## config.mk

```make
export PLATFORM = sky130hd
export DESIGN_NAME = urs_top
export DESIGN_NICKNAME = d
export VERILOG_FILES = /design/src/hw/urs_pkg.sv /design/src/hw/urs_top.sv
export SDC_FILE = /design/constraint.sdc
export NUM_CORES = 1
export LEC_CHECK = 0
export BUFFER_PORTS_ARGS = -buffer_cell sky130_fd_sc_hd__buf_2
export CORE_UTILIZATION = 45
export DETAILED_ROUTE_END_ITERATION = 7
export GPL_TIMING_DRIVEN = 0
export PLACE_DENSITY_LB_ADDON = 0.05
export SYNTH_ARGS = -nofsm -noshare
export SYNTH_HDL_FRONTEND = slang
export SYNTH_SLANG_ARGS = --single-unit
```

## constraint.sdc

```tcl
create_clock -name sys_clk -period 8.15 [get_ports sys_clk]
set_clock_uncertainty 0.2 [all_clocks]
set_input_delay 0.4075 -clock sys_clk [delete_from_list [all_inputs] [get_ports sys_clk]]
set_output_delay 0.4075 -clock sys_clk [all_outputs]
set_load 0.02 [all_outputs]
```

## src/hw/urs_pkg.sv

```systemverilog
// Package: register selection constants and carrier types for the serial register bank
package urs_pkg;

  // ----------------------------------------------------------------
  // Addresses
  // ----------------------------------------------------------------
  localparam logic [2:0] URS_A_HOLD   = 3'h0;
  localparam logic [2:0] URS_A_INTEN  = 3'h1;
  localparam logic [2:0] URS_A_INTSRC = 3'h2;
  localparam logic [2:0] URS_A_LFMT   = 3'h3;
  localparam logic [2:0] URS_A_MCTL   = 3'h4;
  localparam logic [2:0] URS_A_LST    = 3'h5;
  localparam logic [2:0] URS_A_MST    = 3'h6;
  localparam logic [2:0] URS_A_SCR    = 3'h7;

  // ----------------------------------------------------------------
  // Field positions, masks, key and reset values
  // ----------------------------------------------------------------
  localparam logic [7:0] URS_LF_KEY      = 8'hbf;
  localparam int         URS_LF_DIV      = 7;
  localparam int         URS_MC_RDY_EN   = 2;
  localparam int         URS_MC_LOOP     = 4;
  localparam int         URS_MC_THR_EN   = 6;
  localparam int         URS_ENH_EN      = 4;
  localparam int         URS_FS_FIFO_EN  = 0;
  localparam int         URS_FS_RX_CLR   = 1;
  localparam int         URS_FS_TX_CLR   = 2;
  localparam int         URS_FS_DMA      = 3;
  localparam logic [7:0] URS_IE_ENH_MASK = 8'hf0;
  localparam logic [7:0] URS_MC_ENH_MASK = 8'he0;
  localparam logic [7:0] URS_RST_BYTE    = 8'h00;
  localparam logic [1:0] URS_RST_TRIG    = 2'h0;

  // ----------------------------------------------------------------
  // Types
  // ----------------------------------------------------------------
  typedef enum logic [4:0] {
    R_HOLD, R_INT_EN, R_INT_SRC, R_LINE_FMT, R_MODEM_CTL, R_LINE_ST, R_MODEM_ST,
    R_SCRATCH, R_DIV_LO, R_DIV_HI, R_ENH, R_RESUME1, R_RESUME2, R_PAUSE1,
    R_PAUSE2, R_THRESH, R_TRIG, R_READY
  } urs_reg_t;

  typedef struct packed {
    logic avail;
    logic overrun;
    logic parity_err;
    logic framing_err;
    logic brk;
    logic tx_hold_empty;
    logic tx_all_empty;
    logic fifo_err;
  } urs_line_in_t;

  typedef struct packed {
    logic cd;
    logic ri;
    logic dsr;
    logic cts;
  } urs_modem_t;

  typedef struct packed {
    logic       no_irq;
    logic [2:0] code;
    logic       pause_flag;
    logic       flow_flag;
  } urs_int_in_t;

  typedef struct packed {
    logic [15:0] divisor;
    logic [7:0]  line_format;
    logic [7:0]  interrupt_enables;
    logic [7:0]  modem_control_bits;
    logic [7:0]  enhanced_features;
    logic        fifo_en;
    logic        dma_mode;
    logic [1:0]  tx_trig;
    logic [1:0]  rx_trig;
    logic [7:0]  flow_thresholds;
    logic [7:0]  fifo_trigger_levels;
    logic [7:0]  resume_char_one;
    logic [7:0]  resume_char_two;
    logic [7:0]  pause_char_one;
    logic [7:0]  pause_char_two;
  } urs_cfg_t;

endpackage

```

## src/hw/urs_top.sv

```systemverilog
// Register selection and register bank for one serial channel
`timescale 1ns/1ps
// Functional notes
// - Non-FIFO mode: holding data readable one baud tick after status reports it.
// - FIFO mode: holding data already valid when status reports it.
// - Register chosen from three address lines plus gating bits.
// - Address 000, divisor access off: read received byte, write transmit byte.
// - Address 001 holds eight interrupt enables.
// - Read 010 gives interrupt source; bits 7:6 copy FIFO enable.
// - Write 010 goes to write-only FIFO setup fields.
// - Address 011 holds the line format fields.
// - Address 100 holds modem control bits.
// - Address 101 reads line state flags.
// - Address 110 reads modem change flags low, levels high.
// - Address 111 is a plain scratch byte.
// - Divisor access bit set: 000/001 reach divisor low/high bytes.
// - Key 0xBF: 010 enhanced features, 100-111 flow characters.
// - Enhanced features hold flow mode, enable, detect, auto RTS/CTS.
// - Thresholds and trigger levels reachable only with both gate bits set.
// - Ready status at 111 only with both selects low, enable, no loopback.
// - Modem control bit 7 write ignored unless enhanced enable set.
// - Enhanced-only bits change only with enhanced enable; flags read zero.
// - FIFO clear bits pulse a clear and return to zero alone.
module urs_top (
  // Clock and reset
  input  wire  logic                  sys_clk,
  input  wire  logic                  rst,
  // Host parallel bus
  input  wire  logic                  channel_a_select_n,
  input  wire  logic                  channel_b_select_n,
  input  wire  logic [2:0]            addr,
  input  wire  logic                  rd_n,
  input  wire  logic                  wr_n,
  input  wire  logic [7:0]            wdata,
  output logic       [7:0]            rdata,
  output logic                        rdata_oe,
  // Receive side
  input  wire  logic                  baud_tick,
  input  wire  logic                  rx_char_stb,
  input  wire  logic [7:0]            rx_char,
  input  wire  logic [7:0]            rx_head,
  output logic                        rx_pop,
  output logic                        rx_fifo_clr,
  // Transmit side
  output logic       [7:0]            tx_data,
  output logic                        tx_load,
  output logic                        tx_fifo_clr,
  // Status from the channel core
  input  wire  urs_pkg::urs_line_in_t line_in,
  input  wire  urs_pkg::urs_modem_t   modem_in,
  input  wire  urs_pkg::urs_int_in_t  int_in,
  input  wire  logic [3:0]            ready_in,
  // Configuration to the channel core
  output urs_pkg::urs_cfg_t           cfg
);

  // ----------------------------------------------------------------
  // Register selection
  // ----------------------------------------------------------------
  function automatic urs_pkg::urs_reg_t sel_reg(input logic [2:0] a, input logic [7:0] lf,
                                                 input logic enh, input logic [7:0] mc,
                                                 input logic both_sel);
    urs_pkg::urs_reg_t r;
    r = urs_pkg::R_SCRATCH;
    if (lf == urs_pkg::URS_LF_KEY && a == urs_pkg::URS_A_INTSRC) begin
      r = urs_pkg::R_ENH;
    end else if (lf == urs_pkg::URS_LF_KEY && a == urs_pkg::URS_A_MCTL) begin
      r = urs_pkg::R_RESUME1;
    end else if (lf == urs_pkg::URS_LF_KEY && a == urs_pkg::URS_A_LST) begin
      r = urs_pkg::R_RESUME2;
    end else if (lf == urs_pkg::URS_LF_KEY && a == urs_pkg::URS_A_MST) begin
      r = urs_pkg::R_PAUSE1;
    end else if (lf == urs_pkg::URS_LF_KEY && a == urs_pkg::URS_A_SCR) begin
      r = urs_pkg::R_PAUSE2;
    end else if (lf[urs_pkg::URS_LF_DIV] && a == urs_pkg::URS_A_HOLD) begin
      r = urs_pkg::R_DIV_LO;
    end else if (lf[urs_pkg::URS_LF_DIV] && a == urs_pkg::URS_A_INTEN) begin
      r = urs_pkg::R_DIV_HI;
    end else if (a == urs_pkg::URS_A_HOLD) begin
      r = urs_pkg::R_HOLD;
    end else if (a == urs_pkg::URS_A_INTEN) begin
      r = urs_pkg::R_INT_EN;
    end else if (a == urs_pkg::URS_A_INTSRC) begin
      r = urs_pkg::R_INT_SRC;
    end else if (a == urs_pkg::URS_A_LFMT) begin
      r = urs_pkg::R_LINE_FMT;
    end else if (a == urs_pkg::URS_A_MCTL) begin
      r = urs_pkg::R_MODEM_CTL;
    end else if (a == urs_pkg::URS_A_LST) begin
      r = urs_pkg::R_LINE_ST;
    end else if (a == urs_pkg::URS_A_MST && enh && mc[urs_pkg::URS_MC_THR_EN]) begin
      r = urs_pkg::R_THRESH;
    end else if (a == urs_pkg::URS_A_MST) begin
      r = urs_pkg::R_MODEM_ST;
    end else if (enh && mc[urs_pkg::URS_MC_THR_EN]) begin
      r = urs_pkg::R_TRIG;
    end else if (both_sel && mc[urs_pkg::URS_MC_RDY_EN] && !mc[urs_pkg::URS_MC_LOOP]) begin
      r = urs_pkg::R_READY;
    end
    return r;
  endfunction

  // ----------------------------------------------------------------
  // Register state
  // ----------------------------------------------------------------
  logic [7:0]        lf_q, ie_q, mc_q, enh_q, scr_q, dlo_q, dhi_q;
  logic [7:0]        res1_q, res2_q, pau1_q, pau2_q, thr_q, trg_q;
  logic              fifo_en_q, dma_q;
  logic [1:0]        tx_trig_q, rx_trig_q;
  logic              wr_prev_n_q, rd_prev_n_q, rd_act_q;
  urs_pkg::urs_reg_t rd_reg_q;
  logic [7:0]        rdata_q, tx_data_q, hold_q, pend_q;
  logic              tx_load_q, rx_pop_q, rx_clr_q, tx_clr_q, pend_v_q;
  urs_pkg::urs_modem_t modem_q, delta_q;

  logic              enh_en, both_sel, wr_fire, rd_start, rd_end;
  urs_pkg::urs_reg_t cur_reg;
  logic [7:0]        rd_mux;

  assign enh_en   = enh_q[urs_pkg::URS_ENH_EN];
  assign both_sel = !channel_a_select_n && !channel_b_select_n;
  assign cur_reg  = sel_reg(addr, lf_q, enh_en, mc_q, both_sel);
  assign wr_fire  = !channel_a_select_n && !wr_n && wr_prev_n_q;
  assign rd_start = !channel_a_select_n && !rd_n && rd_prev_n_q;
  assign rd_end   = rd_act_q && rd_n;

  // ----------------------------------------------------------------
  // Strobe tracking
  // ----------------------------------------------------------------
  always_ff @(posedge sys_clk) begin
    if (rst) begin
      wr_prev_n_q <= 1'b1;
      rd_prev_n_q <= 1'b1;
      rd_act_q    <= 1'b0;
      rd_reg_q    <= urs_pkg::R_SCRATCH;
    end else begin
      wr_prev_n_q <= wr_n;
      rd_prev_n_q <= rd_n;
      if (rd_start) begin
        rd_act_q <= 1'b1;
        rd_reg_q <= cur_reg;
      end else if (rd_n) begin
        rd_act_q <= 1'b0;
      end
    end
  end

  // ----------------------------------------------------------------
  // Writable registers
  // ----------------------------------------------------------------
  always_ff @(posedge sys_clk) begin
    if (rst) begin
      lf_q      <= urs_pkg::URS_RST_BYTE;
      ie_q      <= urs_pkg::URS_RST_BYTE;
      mc_q      <= urs_pkg::URS_RST_BYTE;
      enh_q     <= urs_pkg::URS_RST_BYTE;
      scr_q     <= urs_pkg::URS_RST_BYTE;
      dlo_q     <= urs_pkg::URS_RST_BYTE;
      dhi_q     <= urs_pkg::URS_RST_BYTE;
      res1_q    <= urs_pkg::URS_RST_BYTE;
      res2_q    <= urs_pkg::URS_RST_BYTE;
      pau1_q    <= urs_pkg::URS_RST_BYTE;
      pau2_q    <= urs_pkg::URS_RST_BYTE;
      thr_q     <= urs_pkg::URS_RST_BYTE;
      trg_q     <= urs_pkg::URS_RST_BYTE;
      fifo_en_q <= 1'b0;
      dma_q     <= 1'b0;
      tx_trig_q <= urs_pkg::URS_RST_TRIG;
      rx_trig_q <= urs_pkg::URS_RST_TRIG;
    end else if (wr_fire) begin
      // Read-only selections fall to the default arm and store nothing
      case (cur_reg)
        urs_pkg::R_INT_EN: begin
          ie_q <= enh_en ? wdata : ((ie_q & urs_pkg::URS_IE_ENH_MASK) | (wdata & ~urs_pkg::URS_IE_ENH_MASK));
        end
        urs_pkg::R_INT_SRC: begin
          fifo_en_q <= wdata[urs_pkg::URS_FS_FIFO_EN];
          dma_q     <= wdata[urs_pkg::URS_FS_DMA];
          rx_trig_q <= wdata[7:6];
          if (enh_en) begin
            tx_trig_q <= wdata[5:4];
          end
        end
        urs_pkg::R_LINE_FMT: begin
          lf_q <= wdata;
        end
        urs_pkg::R_MODEM_CTL: begin
          // Bit 7 sits inside the enhanced mask, so one guard covers both cases
          mc_q <= enh_en ? wdata : ((mc_q & urs_pkg::URS_MC_ENH_MASK) | (wdata & ~urs_pkg::URS_MC_ENH_MASK));
        end
        urs_pkg::R_SCRATCH: begin
          scr_q <= wdata;
        end
        urs_pkg::R_DIV_LO: begin
          dlo_q <= wdata;
        end
        urs_pkg::R_DIV_HI: begin
          dhi_q <= wdata;
        end
        urs_pkg::R_ENH: begin
          enh_q <= wdata;
        end
        urs_pkg::R_RESUME1: begin
          res1_q <= wdata;
        end
        urs_pkg::R_RESUME2: begin
          res2_q <= wdata;
        end
        urs_pkg::R_PAUSE1: begin
          pau1_q <= wdata;
        end
        urs_pkg::R_PAUSE2: begin
          pau2_q <= wdata;
        end
        urs_pkg::R_THRESH: begin
          thr_q <= wdata;
        end
        urs_pkg::R_TRIG: begin
          trg_q <= wdata;
        end
        default: begin
        end
      endcase
    end
  end

  // ----------------------------------------------------------------
  // Transmit load and FIFO clear pulses
  // ----------------------------------------------------------------
  always_ff @(posedge sys_clk) begin
    if (rst) begin
      tx_data_q <= urs_pkg::URS_RST_BYTE;
      tx_load_q <= 1'b0;
      rx_clr_q  <= 1'b0;
      tx_clr_q  <= 1'b0;
    end else begin
      tx_load_q <= wr_fire && cur_reg == urs_pkg::R_HOLD;
      if (wr_fire && cur_reg == urs_pkg::R_HOLD) begin
        tx_data_q <= wdata;
      end
      // Clear bits never stored, so each write gives a single one-cycle pulse
      rx_clr_q <= wr_fire && cur_reg == urs_pkg::R_INT_SRC && wdata[urs_pkg::URS_FS_RX_CLR];
      tx_clr_q <= wr_fire && cur_reg == urs_pkg::R_INT_SRC && wdata[urs_pkg::URS_FS_TX_CLR];
    end
  end

  // ----------------------------------------------------------------
  // Receive holding in single-byte mode
  // ----------------------------------------------------------------
  // The byte waits for the next baud tick, so a host reading straight after the
  // status report may still see the previous byte.
  always_ff @(posedge sys_clk) begin
    if (rst) begin
      pend_q   <= urs_pkg::URS_RST_BYTE;
      pend_v_q <= 1'b0;
      hold_q   <= urs_pkg::URS_RST_BYTE;
    end else if (rx_char_stb && !fifo_en_q) begin
      pend_q   <= rx_char;
      pend_v_q <= 1'b1;
    end else if (pend_v_q && baud_tick) begin
      hold_q   <= pend_q;
      pend_v_q <= 1'b0;
    end
  end

  // ----------------------------------------------------------------
  // Modem change flags
  // ----------------------------------------------------------------
  always_ff @(posedge sys_clk) begin
    if (rst) begin
      modem_q <= '0;
      delta_q <= '0;
    end else begin
      modem_q <= modem_in;
      // A change in the clearing cycle survives the clear
      delta_q <= ((rd_end && rd_reg_q == urs_pkg::R_MODEM_ST) ? 4'h0 : delta_q) | (modem_q ^ modem_in);
    end
  end

  // ----------------------------------------------------------------
  // Read path
  // ----------------------------------------------------------------
  always_comb begin
    rd_mux = urs_pkg::URS_RST_BYTE;
    case (rd_act_q ? rd_reg_q : cur_reg)
      urs_pkg::R_HOLD:      rd_mux = fifo_en_q ? rx_head : hold_q;
      urs_pkg::R_INT_EN:    rd_mux = ie_q;
      urs_pkg::R_INT_SRC:   rd_mux = {fifo_en_q, fifo_en_q, enh_en & int_in.flow_flag,
                                      enh_en & int_in.pause_flag, int_in.code, int_in.no_irq};
      urs_pkg::R_LINE_FMT:  rd_mux = lf_q;
      urs_pkg::R_MODEM_CTL: rd_mux = mc_q;
      urs_pkg::R_LINE_ST:   rd_mux = {line_in.fifo_err, line_in.tx_all_empty, line_in.tx_hold_empty,
                                      line_in.brk, line_in.framing_err, line_in.parity_err,
                                      line_in.overrun, line_in.avail};
      urs_pkg::R_MODEM_ST:  rd_mux = {modem_q, delta_q};
      urs_pkg::R_SCRATCH:   rd_mux = scr_q;
      urs_pkg::R_DIV_LO:    rd_mux = dlo_q;
      urs_pkg::R_DIV_HI:    rd_mux = dhi_q;
      urs_pkg::R_ENH:       rd_mux = enh_q;
      urs_pkg::R_RESUME1:   rd_mux = res1_q;
      urs_pkg::R_RESUME2:   rd_mux = res2_q;
      urs_pkg::R_PAUSE1:    rd_mux = pau1_q;
      urs_pkg::R_PAUSE2:    rd_mux = pau2_q;
      urs_pkg::R_THRESH:    rd_mux = thr_q;
      urs_pkg::R_TRIG:      rd_mux = trg_q;
      urs_pkg::R_READY:     rd_mux = {2'h0, ready_in[3:2], 2'h0, ready_in[1:0]};
      default:              rd_mux = urs_pkg::URS_RST_BYTE;
    endcase
  end

  always_ff @(posedge sys_clk) begin
    if (rst) begin
      rdata_q  <= urs_pkg::URS_RST_BYTE;
      rx_pop_q <= 1'b0;
    end else begin
      rdata_q  <= rd_mux;
      rx_pop_q <= rd_end && rd_reg_q == urs_pkg::R_HOLD;
    end
  end

  assign rdata       = rdata_q;
  assign rdata_oe    = rd_act_q && !rd_n;
  assign rx_pop      = rx_pop_q;
  assign rx_fifo_clr = rx_clr_q;
  assign tx_fifo_clr = tx_clr_q;
  assign tx_data     = tx_data_q;
  assign tx_load     = tx_load_q;
  assign cfg         = '{divisor: {dhi_q, dlo_q}, line_format: lf_q, interrupt_enables: ie_q,
                         modem_control_bits: mc_q, enhanced_features: enh_q, fifo_en: fifo_en_q,
                         dma_mode: dma_q, tx_trig: tx_trig_q, rx_trig: rx_trig_q, flow_thresholds: thr_q,
                         fifo_trigger_levels: trg_q, resume_char_one: res1_q, resume_char_two: res2_q,
                         pause_char_one: pau1_q, pause_char_two: pau2_q};

  // ----------------------------------------------------------------
  // Assertions
  // ----------------------------------------------------------------
  fifo_clr_pulse_a: assert property (@(posedge sys_clk) disable iff (rst)
    (wr_fire && cur_reg == urs_pkg::R_INT_SRC && wdata[urs_pkg::URS_FS_RX_CLR]) |=> rx_fifo_clr ##1 !rx_fifo_clr)
    else $error("receive clear not a single pulse");

  clk_sel_guard_a: assert property (@(posedge sys_clk) disable iff (rst)
    (wr_fire && cur_reg == urs_pkg::R_MODEM_CTL && !enh_en) |=> $stable(mc_q[7]))
    else $error("clock select changed without enhanced enable");

  inten_hi_guard_a: assert property (@(posedge sys_clk) disable iff (rst)
    !$past(enh_en) |-> $stable(ie_q[7:4]) && $stable(tx_trig_q) && $stable(mc_q[6:5]))
    else $error("enhanced bit changed while disabled");

  read_only_write_a: assert property (@(posedge sys_clk) disable iff (rst)
    (wr_fire && (cur_reg == urs_pkg::R_LINE_ST || cur_reg == urs_pkg::R_MODEM_ST ||
                 cur_reg == urs_pkg::R_READY)) |=> $stable(cfg) && $stable(scr_q))
    else $error("read-only write changed state");

  divisor_route_a: assert property (@(posedge sys_clk) disable iff (rst)
    (wr_fire && addr == urs_pkg::URS_A_HOLD && lf_q[urs_pkg::URS_LF_DIV]) |=> !tx_load && cfg.divisor[7:0] == $past(wdata))
    else $error("divisor access did not reach divisor");

  tx_hold_load_a: assert property (@(posedge sys_clk) disable iff (rst)
    (wr_fire && addr == urs_pkg::URS_A_HOLD && !lf_q[urs_pkg::URS_LF_DIV]) |=> tx_load && tx_data == $past(wdata))
    else $error("transmit byte not loaded");

  key_gate_a: assert property (@(posedge sys_clk) disable iff (rst)
    $changed(enh_q) || $changed(res1_q) || $changed(pau2_q) |-> $past(lf_q) == urs_pkg::URS_LF_KEY)
    else $error("flow register changed without key");

  thresh_gate_a: assert property (@(posedge sys_clk) disable iff (rst)
    $changed(thr_q) || $changed(trg_q) |-> $past(enh_en) && $past(mc_q[urs_pkg::URS_MC_THR_EN]))
    else $error("threshold register changed without gates");

  rx_delay_a: assert property (@(posedge sys_clk) disable iff (rst)
    (rx_char_stb && !fifo_en_q) ##1 (!baud_tick && !rx_char_stb) |=> $stable(hold_q))
    else $error("holding byte updated before baud tick");

  src_fifo_bits_a: assert property (@(posedge sys_clk) disable iff (rst)
    (!rd_act_q && cur_reg == urs_pkg::R_INT_SRC) |=> rdata[7:6] == {2{$past(fifo_en_q)}})
    else $error("source bits 7:6 do not follow FIFO enable");

endmodule // urs_top

```

==> out/results.tsv, run 1 <==
stage	metric	value	unit
pwr	power_density	192.4	nW/um^2
synth	synth_edf_count	0	
place	port_buffers	177	
place	place.gp.congestion	0.9529	
critical_path	crit_type	flip-flop to flip-flop	
synth	synthTopCellsByArea	dfxtp_1 (43%), mux2i_1 (18%), nor2_1 (7.5%)	
outcome	violations	DRC	
clock_tree	path_clk_slew	0.07	ns
final_layout	fin_util	57.90	%
route	vias	7532	
floorplanning	dieArea	17300	sq um
sta	drv_slew	0	
critical_path	timing.critical_path.cells	and4_1 -> clkbuf_1 -> a211oi_1 -> a311oi_1 -> buf_2 -> buf_4 -> a21oi_1 -> o32ai_1 -> a2111oi_2 -> a31oi_1	
route	post_drt_wl_per_cell	22.82	um
floorplanning	die_h	131.5	um
global_route	antenna_found_initial	0	
global_route	grt_pass1_vias	6834	
critical_path	critPathBufInv	3	
critical_path	slowest_delay	0.65	ns
critical_path	cp_top_family	compound AO/OA/AOI/OAI gates	
floorplanning	ios	180	
critical_path	critPathArrivalTime	4.03	ns
route	drc	2	
sta	layout_min_cycle_time	3.878	ns
sta	worst_slew_pin_slew	0.9270	ns
synth	netlist_area	7551	sq um
sta	period_share	47.59	%
pwr	max-vdd-ir-drop	0.0001656	V
critical_path	required	8.30	ns
place	place_hpwl	21.16	mm
outcome	outcome	finished with violations	
route	drt_iter0_markers	874	
critical_path	cp-start-kind	flip-flop	
sta	finalSetupViolCount	0	
final_layout	fin_area	9331	sq um
critical_path	critPathCaptureType	flip-flop	
synth	synth-async-reset-ratio	0	%
job	maxCapViolCount	0	
synth	syn_inst	848	
global_route	grt.overflow.total	0	
clock_tree	h-tree-depth	4	
final_layout	area_growth	23.58	%
synth	seq_area_frac_synth	43.21	%
final_layout	antenna_cells	0	
floorplanning	num_rows	46	
clock_tree	cts-buffers-inserted	17	
floorplanning	coreArea	16120	sq um
critical_path	critical-path-slowest-cell	o32ai_1	
global_route	grt_max_degree	19	
synth	yosys.area.top_type	dfxtp_1	
clock_tree	clk_path_buf_depth	2	
synth	synth_nets	905	
sta	hold_ws	0.002844	ns
clock_tree	cts_tree	done	
place	place_worst_setup_slack	4.579	ns
final_layout	nets	1105	
final_layout	fill_cells	1572	
clock_tree	clkLatencyLatePin	0.44	ns
critical_path	crit_fanout	10	
sta	layout_setup_ws	4.272	ns
synth	ys_types	64	
sta	finalHoldViolCount	0	
global_route	grt_pass1_wl	42.97	mm
place	place_area	8707	sq um
route	ant_nets	0	
route	vias_per_cell	5.898	
synth	synth_top_flop_cell	dfxtp_1	
synth	ys_seq_elements	163	
synth	avgSynthCellArea	8.904	sq um
route	wirelength	29.14	mm
route	first_pass_iters	8	
global_route	grt.total_usage	33.30	%
min_path	holdCritPathClass	primary input to flip-flop	
sta	clock.fmax	0.2578	GHz
pwr	p_leak	4.542	nW
synth	synth.top_cell.area_share	43.21	%
floorplanning	die_x	131.5	um
clock_tree	clock-root-buffer	clkbuf_16	
sta	rsz0062_at_grt	no	
sta	finalSetupTns	0	ns
synth	yosysWarnings	0	
final_layout	drive_gt1_share	23.85	%
floorplanning	initial_core_util	46.86	%
clock_tree	cts_sinks	163	
sta	relSlewSlack	38.20	%
## state kept, by name, indices dropped and copies added (netlist names), 5 cells and up
signal    flops
dhi_q         8
dlo_q         8
enh_q         8
hold_q        8
ie_q          8
lf_q          8
mc_q          8
pau1_q        8
pau2_q        8
pend_q        8
rd_reg_q      5
rdata         8
res1_q        8
res2_q        8
scr_q         8
thr_q         8
trg_q         8
tx_data       8
## synth_stat cells (all sizes together) (2+ instances only)
cell and number:
dfxtp 163, nor2 152, mux2i 139, nand2 79
a21oi 46, clkbuf 39, nand3 39, buf 21
o21ai 18, nand4 12, a31oi 10, and3 9
nor2b 9, a211oi 8, a22oi 7, o22ai 7
nor3 6, nand2b 5, o21a 5, xor2 5
a2111oi 4, a32oi 4, and2 4, o32ai 4
a211o 3, a21o 3, a311oi 3, and4 3
inv 3, mux2 3, nor3b 3, nor4b 3
o211ai 3, o31a 3, a21boi 2, a221o 2
a221oi 2, a2bb2oi 2, a32o 2, nand4b 2
o2111ai 2, or2 2
## per-layer routing
| metal | vias up | GRT usage, % | part of all wire (%) |
|---|---|---|---|
| met5 | - | 0 | 0 |
| met4 | 0 | 12.14 | 3.6 |
| met3 | 70 | 8.719 | 9.2 |
| met2 | 464 | 50.79 | 44 |
| met1 | 3570 | 44.94 | 44 |
| li1 | 3428 | - | - |
## per-stage QoR
step / cells / power, W
final: 1277 / 0.001795
after global routing: 1277 / 0.001842
after detailed placement: 1241 / 0.001009
after global placement: 1241 / 0.001010
after CTS: 1277 / 0.001794
after floorplan: 848 / 0.0009337
## logic make-up (layout without fill, tap and decap cells)
family | after synthesis | in the layout | synth area share [%]
mux | 142 | 142 | 18.87
compound gates | 145 | 145 | 13.67
buf+inv | 63 | 276 | 3.861
simple gates | 330 | 330 | 19.80
flops | 163 | 163 | 43.21
xor+xnor | 5 | 5 | 0.5799
## placed cells by master, fill, tap and decap left out, types with 5 or more instances in the layout
cell,count
buf_2,188
a31oi_1,10
nand4_1,12
clkbuf_16,17
nor3_1,5
nand3_1,39
nand2_2,6
nor2_1,151
and3_1,9
a22oi_1,7
xor2_1,5
clkbuf_1,39
o22ai_1,7
nand2b_1,5
buf_4,7
nand2_1,73
a211oi_1,6
nor2b_1,9
a21oi_1,46
inv_6,8
dfxtp_1,163
mux2i_1,139
o21ai_0,13
## timing repair
item	4_1_cts	5_1_grt
hold buffers	4	0
endpoints found under the hold margin	4	0
setup buffers	0	0
gates resized for setup	0	0
## final timing paths
path | start | endpoint | slack (ns) | cells past startpoint
worst max-delay path | lf_q[1]$_SDFFE_PP0P_ | rdata[6]$_SDFF_PP0_ | 4.27 | 10
worst min register to register | pend_q[7]$_SDFFE_PP0P_ | pend_q[7]$_SDFFE_PP0P_ | 0.26 | 2
worst max register to register | lf_q[1]$_SDFFE_PP0P_ | rdata[6]$_SDFF_PP0_ | 4.27 | 10
worst min-delay path | modem_in[1] | modem_q[1]$_SDFF_PP0_ | 0.003 | 2
## worst register-to-register path, cell delays in order, from the launching register on
cell       delay, ns
dfxtp_1         0.52
and4_1          0.26
clkbuf_1        0.24
a211oi_1        0.13
a311oi_1        0.54
buf_2           0.48
buf_4           0.30
a21oi_1         0.11
o32ai_1         0.65
a2111oi_2       0.14
a31oi_1         0.22
## power breakdown
part           internal, W  switching [W]  leakage [nW]  total [W]
clock             0.000409       0.000387         0.283   0.000796
combinational    0.0000555       0.000129          2.94   0.000184
sequential        0.000808     0.00000733          1.32   0.000816
total              0.00127       0.000523          4.54    0.00180
## area by class of cell
cell class / count / area, sq um / area share [%]
buffer: 60 / 280.3 / 3.003
clock buffer: 17 / 425.4 / 4.559
clock inverter: 15 / 158.9 / 1.703
inverter: 3 / 11.26 / 0.1207
multi-input combinational: 622 / 3996 / 42.83
sequential: 163 / 3263 / 34.97
tap: 216 / 270.3 / 2.896
timing repair buffer: 181 / 925.9 / 9.922
Power figures use the tool's default switching activity.
==> run 2: changes to the inputs <==
clock period = 3.3 ns   (was 8.15 ns; I/O delays follow)
==> out/results.tsv, run 2 (synthesized netlist as in run 1, its figures left out) <==
stage	metric	value	unit
final_layout	antenna_cells	0	
critical_path	crit_fanout	10	
place	place.gp.congestion	0.9529	
global_route	grt.overflow.total	0	
clock_tree	clock-root-buffer	clkbuf_16	
sta	drv_slew	0	
critical_path	r2r_start	enh_q[4]$_SDFFE_PP0P_	
place	place_hpwl	21.16	mm
route	wirelength	29.61	mm
final_layout	layout.cells.most_common_list	buf_2 (186), dfxtp_1 (161), nor2_1 (150)	
floorplanning	dieArea	17300	sq um
outcome	outcome	finished with violations	
sta	layout_setup_ws	-0.005433	ns
final_layout	finalNonFillerCells	1309	
clock_tree	clk_path_buf_depth	2	
route	first_pass_iters	6	
critical_path	ff2ff_path_depth	10	
floorplanning	ios	180	
pwr	p_leak	4.725	nW
place	port_buffers	177	
global_route	antenna_found_initial	0	
clock_tree	h-tree-depth	4	
final_layout	fin_area	9746	sq um
critical_path	rrSetupSlack	-0.005	ns
route	drt_iter0_markers	1002	
sta	finalHoldViolCount	0	
global_route	grt.total_usage	33.76	%
outcome	violations	setup timing	
sta	rsz0062_at_grt	yes	
clock_tree	path_clk_slew	0.07	ns
min_path	holdCritPathClass	primary input to flip-flop	
job	maxCapViolCount	0	
route	vias_per_cell	5.810	
final_layout	area_growth	29.06	%
route	vias	7605	
sta	worst_slew_pin_slew	0.8998	ns
sta	finalSetupViolCount	1	
clock_tree	cts_tree	done	
floorplanning	die_x	131.5	um
place	dp_cells	1241	
final_layout	layout_commonest_cell	buf_2	
critical_path	critPathCaptureType	flip-flop	
clock_tree	cts-buffers-inserted	17	
route	post_drt_wl_per_cell	22.62	um
critical_path	required	3.37	ns
floorplanning	initial_core_util	46.86	%
critical_path	timing.rr.end	rdata[4]$_SDFF_PP0_	
place	place_area	8707	sq um
critical_path	crit_type	flip-flop to flip-flop	
pwr	p_total	0.004470	W
global_route	grt_max_degree	19	
min_path	min_to	pend_q[1]$_SDFFE_PP0P_	
min_path	holdCritStartpoint	rst	
min_path	whs_path_depth	2	
sta	clock.fmax	0.3025	GHz
floorplanning	num_rows	46	
global_route	grt_pass1_wl	43.59	mm
critical_path	critPathArrivalTime	3.38	ns
final_layout	drive_gt1_share	24.98	%
route	ant_nets	0	
pwr	max-vdd-ir-drop	0.0004069	V
clock_tree	cts_sinks	163	
pwr	power_density	458.7	nW/um^2
sta	period_share	100.2	%
sta	layout_min_cycle_time	3.305	ns
sta	relSlewSlack	40.02	%
route	drc	0	
sta	hold_ws	0.007453	ns
global_route	grt_pass1_vias	7001	
critical_path	cp-start-kind	flip-flop	
floorplanning	die_h	131.5	um
final_layout	nets	1137	
clock_tree	clkLatencyLatePin	0.44	ns
floorplanning	coreArea	16120	sq um
==> run 2: report_power, final <==
group / total (W) / switching (W) / internal (W)
clock: 0.00196 / 0.000952 / 0.00101
combinational: 0.000494 / 0.000326 / 0.000168
sequential: 0.00201 / 0.0000183 / 0.00200
total: 0.00447 / 0.00130 / 0.00317
==> run 2: critical path, cell delays in order (launching register included) <==
cell,delay (ns)
dfxtp_1,0.31
buf_2,0.22
and3_1,0.24
a22oi_1,0.28
a2bb2oi_1,0.40
o22ai_2,0.25
buf_2,0.28
a32oi_1,0.32
a21oi_1,0.12
a211oi_1,0.31
a41oi_1,0.21
==> run 2: area by class of cell <==
type / instances / area [sq um]
fillers: 1532 / 6370
multi-input cells: 622 / 4075
flip-flops and latches: 163 / 3266
repair buffers: 215 / 1254
clock buffers: 17 / 425.4
plain buffers: 58 / 285.3
well taps: 216 / 270.3
clock inverters: 15 / 158.9
inverters: 3 / 11.26
==> run 2: what timing repair did <==
action                                  4_1_cts  5_1_grt
endpoints found under the hold margin        65        0
buffers inserted                              0        5
endpoints found under the setup margin       16       77
pin swaps                                     0        4
cloned                                        0        0
hold buffers                                 33        0
gates resized for setup                       8       17
==> run 2: how the worst max path moves through the flow <==
stage	start	cells past startpoint	slack, ns	to
global route	lf_q[6]$_SDFFE_PP0P_	7	-0.02	res1_q[6]$_SDFFE_PP0P_
detailed placement	lf_q[7]$_SDFFE_PP0P_	10	-0.27	rdata[6]$_SDFF_PP0_
floorplan	lf_q[6]$_SDFFE_PP0P_	10	0.55	rdata[2]$_SDFF_PP0_
CTS	lf_q[7]$_SDFFE_PP0P_	10	0.003	rdata[6]$_SDFF_PP0_
global placement	rd_act_q$_SDFFE_PP0P_	9	-0.31	rdata[6]$_SDFF_PP0_
finish	enh_q[4]$_SDFFE_PP0P_	10	-0.005	rdata[4]$_SDFF_PP0_
==> run 2: metrics by stage <==
step / utilization (%) / TNS, ns / worst slack [ns]
5_1_grt: 60.47 / -0.02698 / -0.01548
3_5_place_dp: 54.03 / -1.010 / -0.2706
3_3_place_gp: 54.03 / -2.424 / -0.3120
2_1_floorplan: - / 0 / 0.5480
4_1_cts: 59.95 / 0 / 0.002876
6_report: 60.47 / -0.005433 / -0.005433
==> run 2: per-layer routing <==
layer | track usage (%) | share of wire, % | vias to the layer above
li1 | - | - | 3487
met1 | 45.23 | 43 | 3605
met2 | 51.79 | 44 | 442
met3 | 8.565 | 9.7 | 71
met4 | 12.73 | 3.6 | 0
met5 | 1.170 | 0 | -
==> run 3: changes to the inputs <==
CORE_ASPECT_RATIO = 1.2   (was not set)
PLACE_DENSITY = 0.72   (was not set)
PLACE_DENSITY_LB_ADDON = not set   (was 0.05)
==> out/results.tsv, run 3 (synthesized netlist as in run 1, its figures left out) <==
stage	metric	value	unit
critical_path	rrSetupSlack	0.04	ns
final_layout	nets	1132	
global_route	grt_pass1_wl	41.82	mm
pwr	pwr-share-clk	42.4	%
sta	finalSetupTns	0	ns
sta	finalSetupViolCount	0	
critical_path	r2r_start	lf_q[5]$_SDFFE_PP0P_	
place	place_hpwl	20.70	mm
clock_tree	cts-buffers-inserted	17	
min_path	whs_path_depth	2	
pwr	switching_share	27.53	%
clock_tree	clkLatencyLatePin	0.44	ns
route	drt_iter0_markers	848	
sta	hold_ws	-0.002347	ns
critical_path	crit_fanout	10	
pwr	p_seq_share	46.6	%
job	maxCapViolCount	0	
global_route	grt_max_degree	17	
critical_path	timing.rr.end	rdata[6]$_SDFF_PP0_	
floorplanning	ios	180	
floorplanning	dieArea	17300	sq um
sta	worst_slew_pin_slew	0.8724	ns
floorplanning	die_x	120.3	um
pwr	p_leak	4.652	nW
min_path	holdCritPathClass	primary input to flip-flop	
final_layout	fill_cells	1516	
critical_path	crit_type	flip-flop to flip-flop	
critical_path	critPathCaptureType	flip-flop	
sta	period_share	98.93	%
global_route	grt_pass1_vias	7052	
clock_tree	cts_setup_buffers	0	
route	first_pass_iters	5	
floorplanning	coreArea	16340	sq um
pwr	pwr-share-comb	11.0	%
route	ant_nets	0	
clock_tree	path_clk_slew	0.07	ns
global_route	grt.total_usage	32.94	%
final_layout	finalNonFillerCells	1300	
pwr	p_int	0.003133	W
global_route	grt.overflow.total	0	
critical_path	cp-start-kind	flip-flop	
min_path	min_to	pend_q[1]$_SDFFE_PP0P_	
final_layout	area_growth	27.64	%
route	wirelength	28.66	mm
pwr	switchingPower	0.001191	W
pwr	power_density	448.6	nW/um^2
clock_tree	clk_path_buf_depth	2	
sta	finalHoldViolCount	1	
critical_path	ff2ff_path_depth	9	
route	vias_per_cell	5.914	
final_layout	layout.cells.most_common_list	buf_2 (186), dfxtp_1 (161), nor2_1 (149)	
outcome	outcome	finished with violations	
place	port_buffers	177	
min_path	holdCritStartpoint	rst	
sta	layout_min_cycle_time	3.265	ns
global_route	antenna_found_initial	0	
route	post_drt_wl_per_cell	22.05	um
clock_tree	cts_tree	done	
clock_tree	clock-root-buffer	clkbuf_16	
critical_path	required	3.39	ns
clock_tree	cts_sinks	163	
sta	clock.fmax	0.3063	GHz
sta	drv_slew	0	
pwr	max-vdd-ir-drop	0.0004048	V
route	vias	7688	
critical_path	critPathArrivalTime	3.35	ns
floorplanning	num_rows	51	
place	place.gp.congestion	0.9907	
final_layout	layout_commonest_cell	buf_2	
route	drc	0	
sta	relSlewSlack	41.84	%
final_layout	antenna_cells	0	
final_layout	drive_gt1_share	24.26	%
floorplanning	die_h	143.9	um
outcome	violations	hold timing	
clock_tree	h-tree-depth	4	
floorplanning	initial_core_util	46.22	%
place	dp_cells	1237	
## run 3: how the worst max path moves through the flow
stage / from / end / slack (ns) / depth (start not counted)
CTS: lf_q[1]$_SDFFE_PP0P_ / rdata[6]$_SDFF_PP0_ / 0.002 / 10
global route: lf_q[5]$_SDFFE_PP0P_ / res1_q[2]$_SDFFE_PP0P_ / -0.06 / 7
finish: lf_q[5]$_SDFFE_PP0P_ / rdata[6]$_SDFF_PP0_ / 0.04 / 9
global placement: rd_act_q$_SDFFE_PP0P_ / rdata[6]$_SDFF_PP0_ / -0.06 / 9
floorplan: lf_q[6]$_SDFFE_PP0P_ / rdata[2]$_SDFF_PP0_ / 0.55 / 10
detailed placement: rd_act_q$_SDFFE_PP0P_ / rdata[6]$_SDFF_PP0_ / -0.1 / 9
## run 3: area by class of cell
type                       count  area [sq um]  share of cell area, %
buffer                        59         284.0                  2.947
sequential                   163          3266                  33.88
clock inverter                13         103.9                  1.078
timing repair buffer         209          1206                  12.51
tap                          212         265.3                  2.752
inverter                       3         11.26                 0.1168
clock buffer                  19         432.9                  4.492
multi-input combinational    622          4069                  42.22
## run 3: metal layers
metal  global-route usage, %  share of wire (%)
met1                   43.63                 41
met2                   51.69                 45
met3                   5.675                9.3
met4                   16.37                4.5
met5                       0                  0
## run 3: what timing repair did
item / CTS / global route
hold endpoints to repair: 64 / 0
hold buffers: 32 / 0
pin swaps: 0 / 3
endpoints found under the setup margin: 10 / 53
resized for setup: 2 / 19
## run 3: critical path, cell delays in order, from the launching register on
cell	delay, ns
dfxtp_1	0.43
nand4b_1	0.32
o221ai_4	0.43
a211oi_4	0.17
o21ai_2	0.24
buf_2	0.35
mux2i_1	0.29
o32ai_1	0.17
a2111oi_2	0.34
a31oi_1	0.17
## run 3: power by group through the flow
| stage | logic [W] | clock network, W | registers, W |
|---|---|---|---|
| after global routing | 0.000496 | 0.00192 | 0.00202 |
| after global placement | 0.000420 | 0 | 0.00206 |
| after detailed placement | 0.000421 | 0 | 0.00206 |
| after CTS | 0.000452 | 0.00183 | 0.00201 |
| after floorplan | 0.000239 | 0 | 0.00207 |
| final | 0.000475 | 0.00183 | 0.00201 |
## run 3: through the flow
stage	setup WS (ns)	hold WS (ns)	utilization [%]	instance area, sq um	power [W]
after CTS	0.001503	0.01131	58.56	9567	0.004300
final	0.03535	-0.002347	59.00	9638	0.004324
after detailed placement	-0.09951	0.1763	53.27	8702	0.002479
after floorplan	0.5480	0.06881	-	7551	0.002306
after global placement	-0.06444	0.1745	53.27	8702	0.002477
after global routing	-0.06076	0.03417	59.00	9638	0.004428
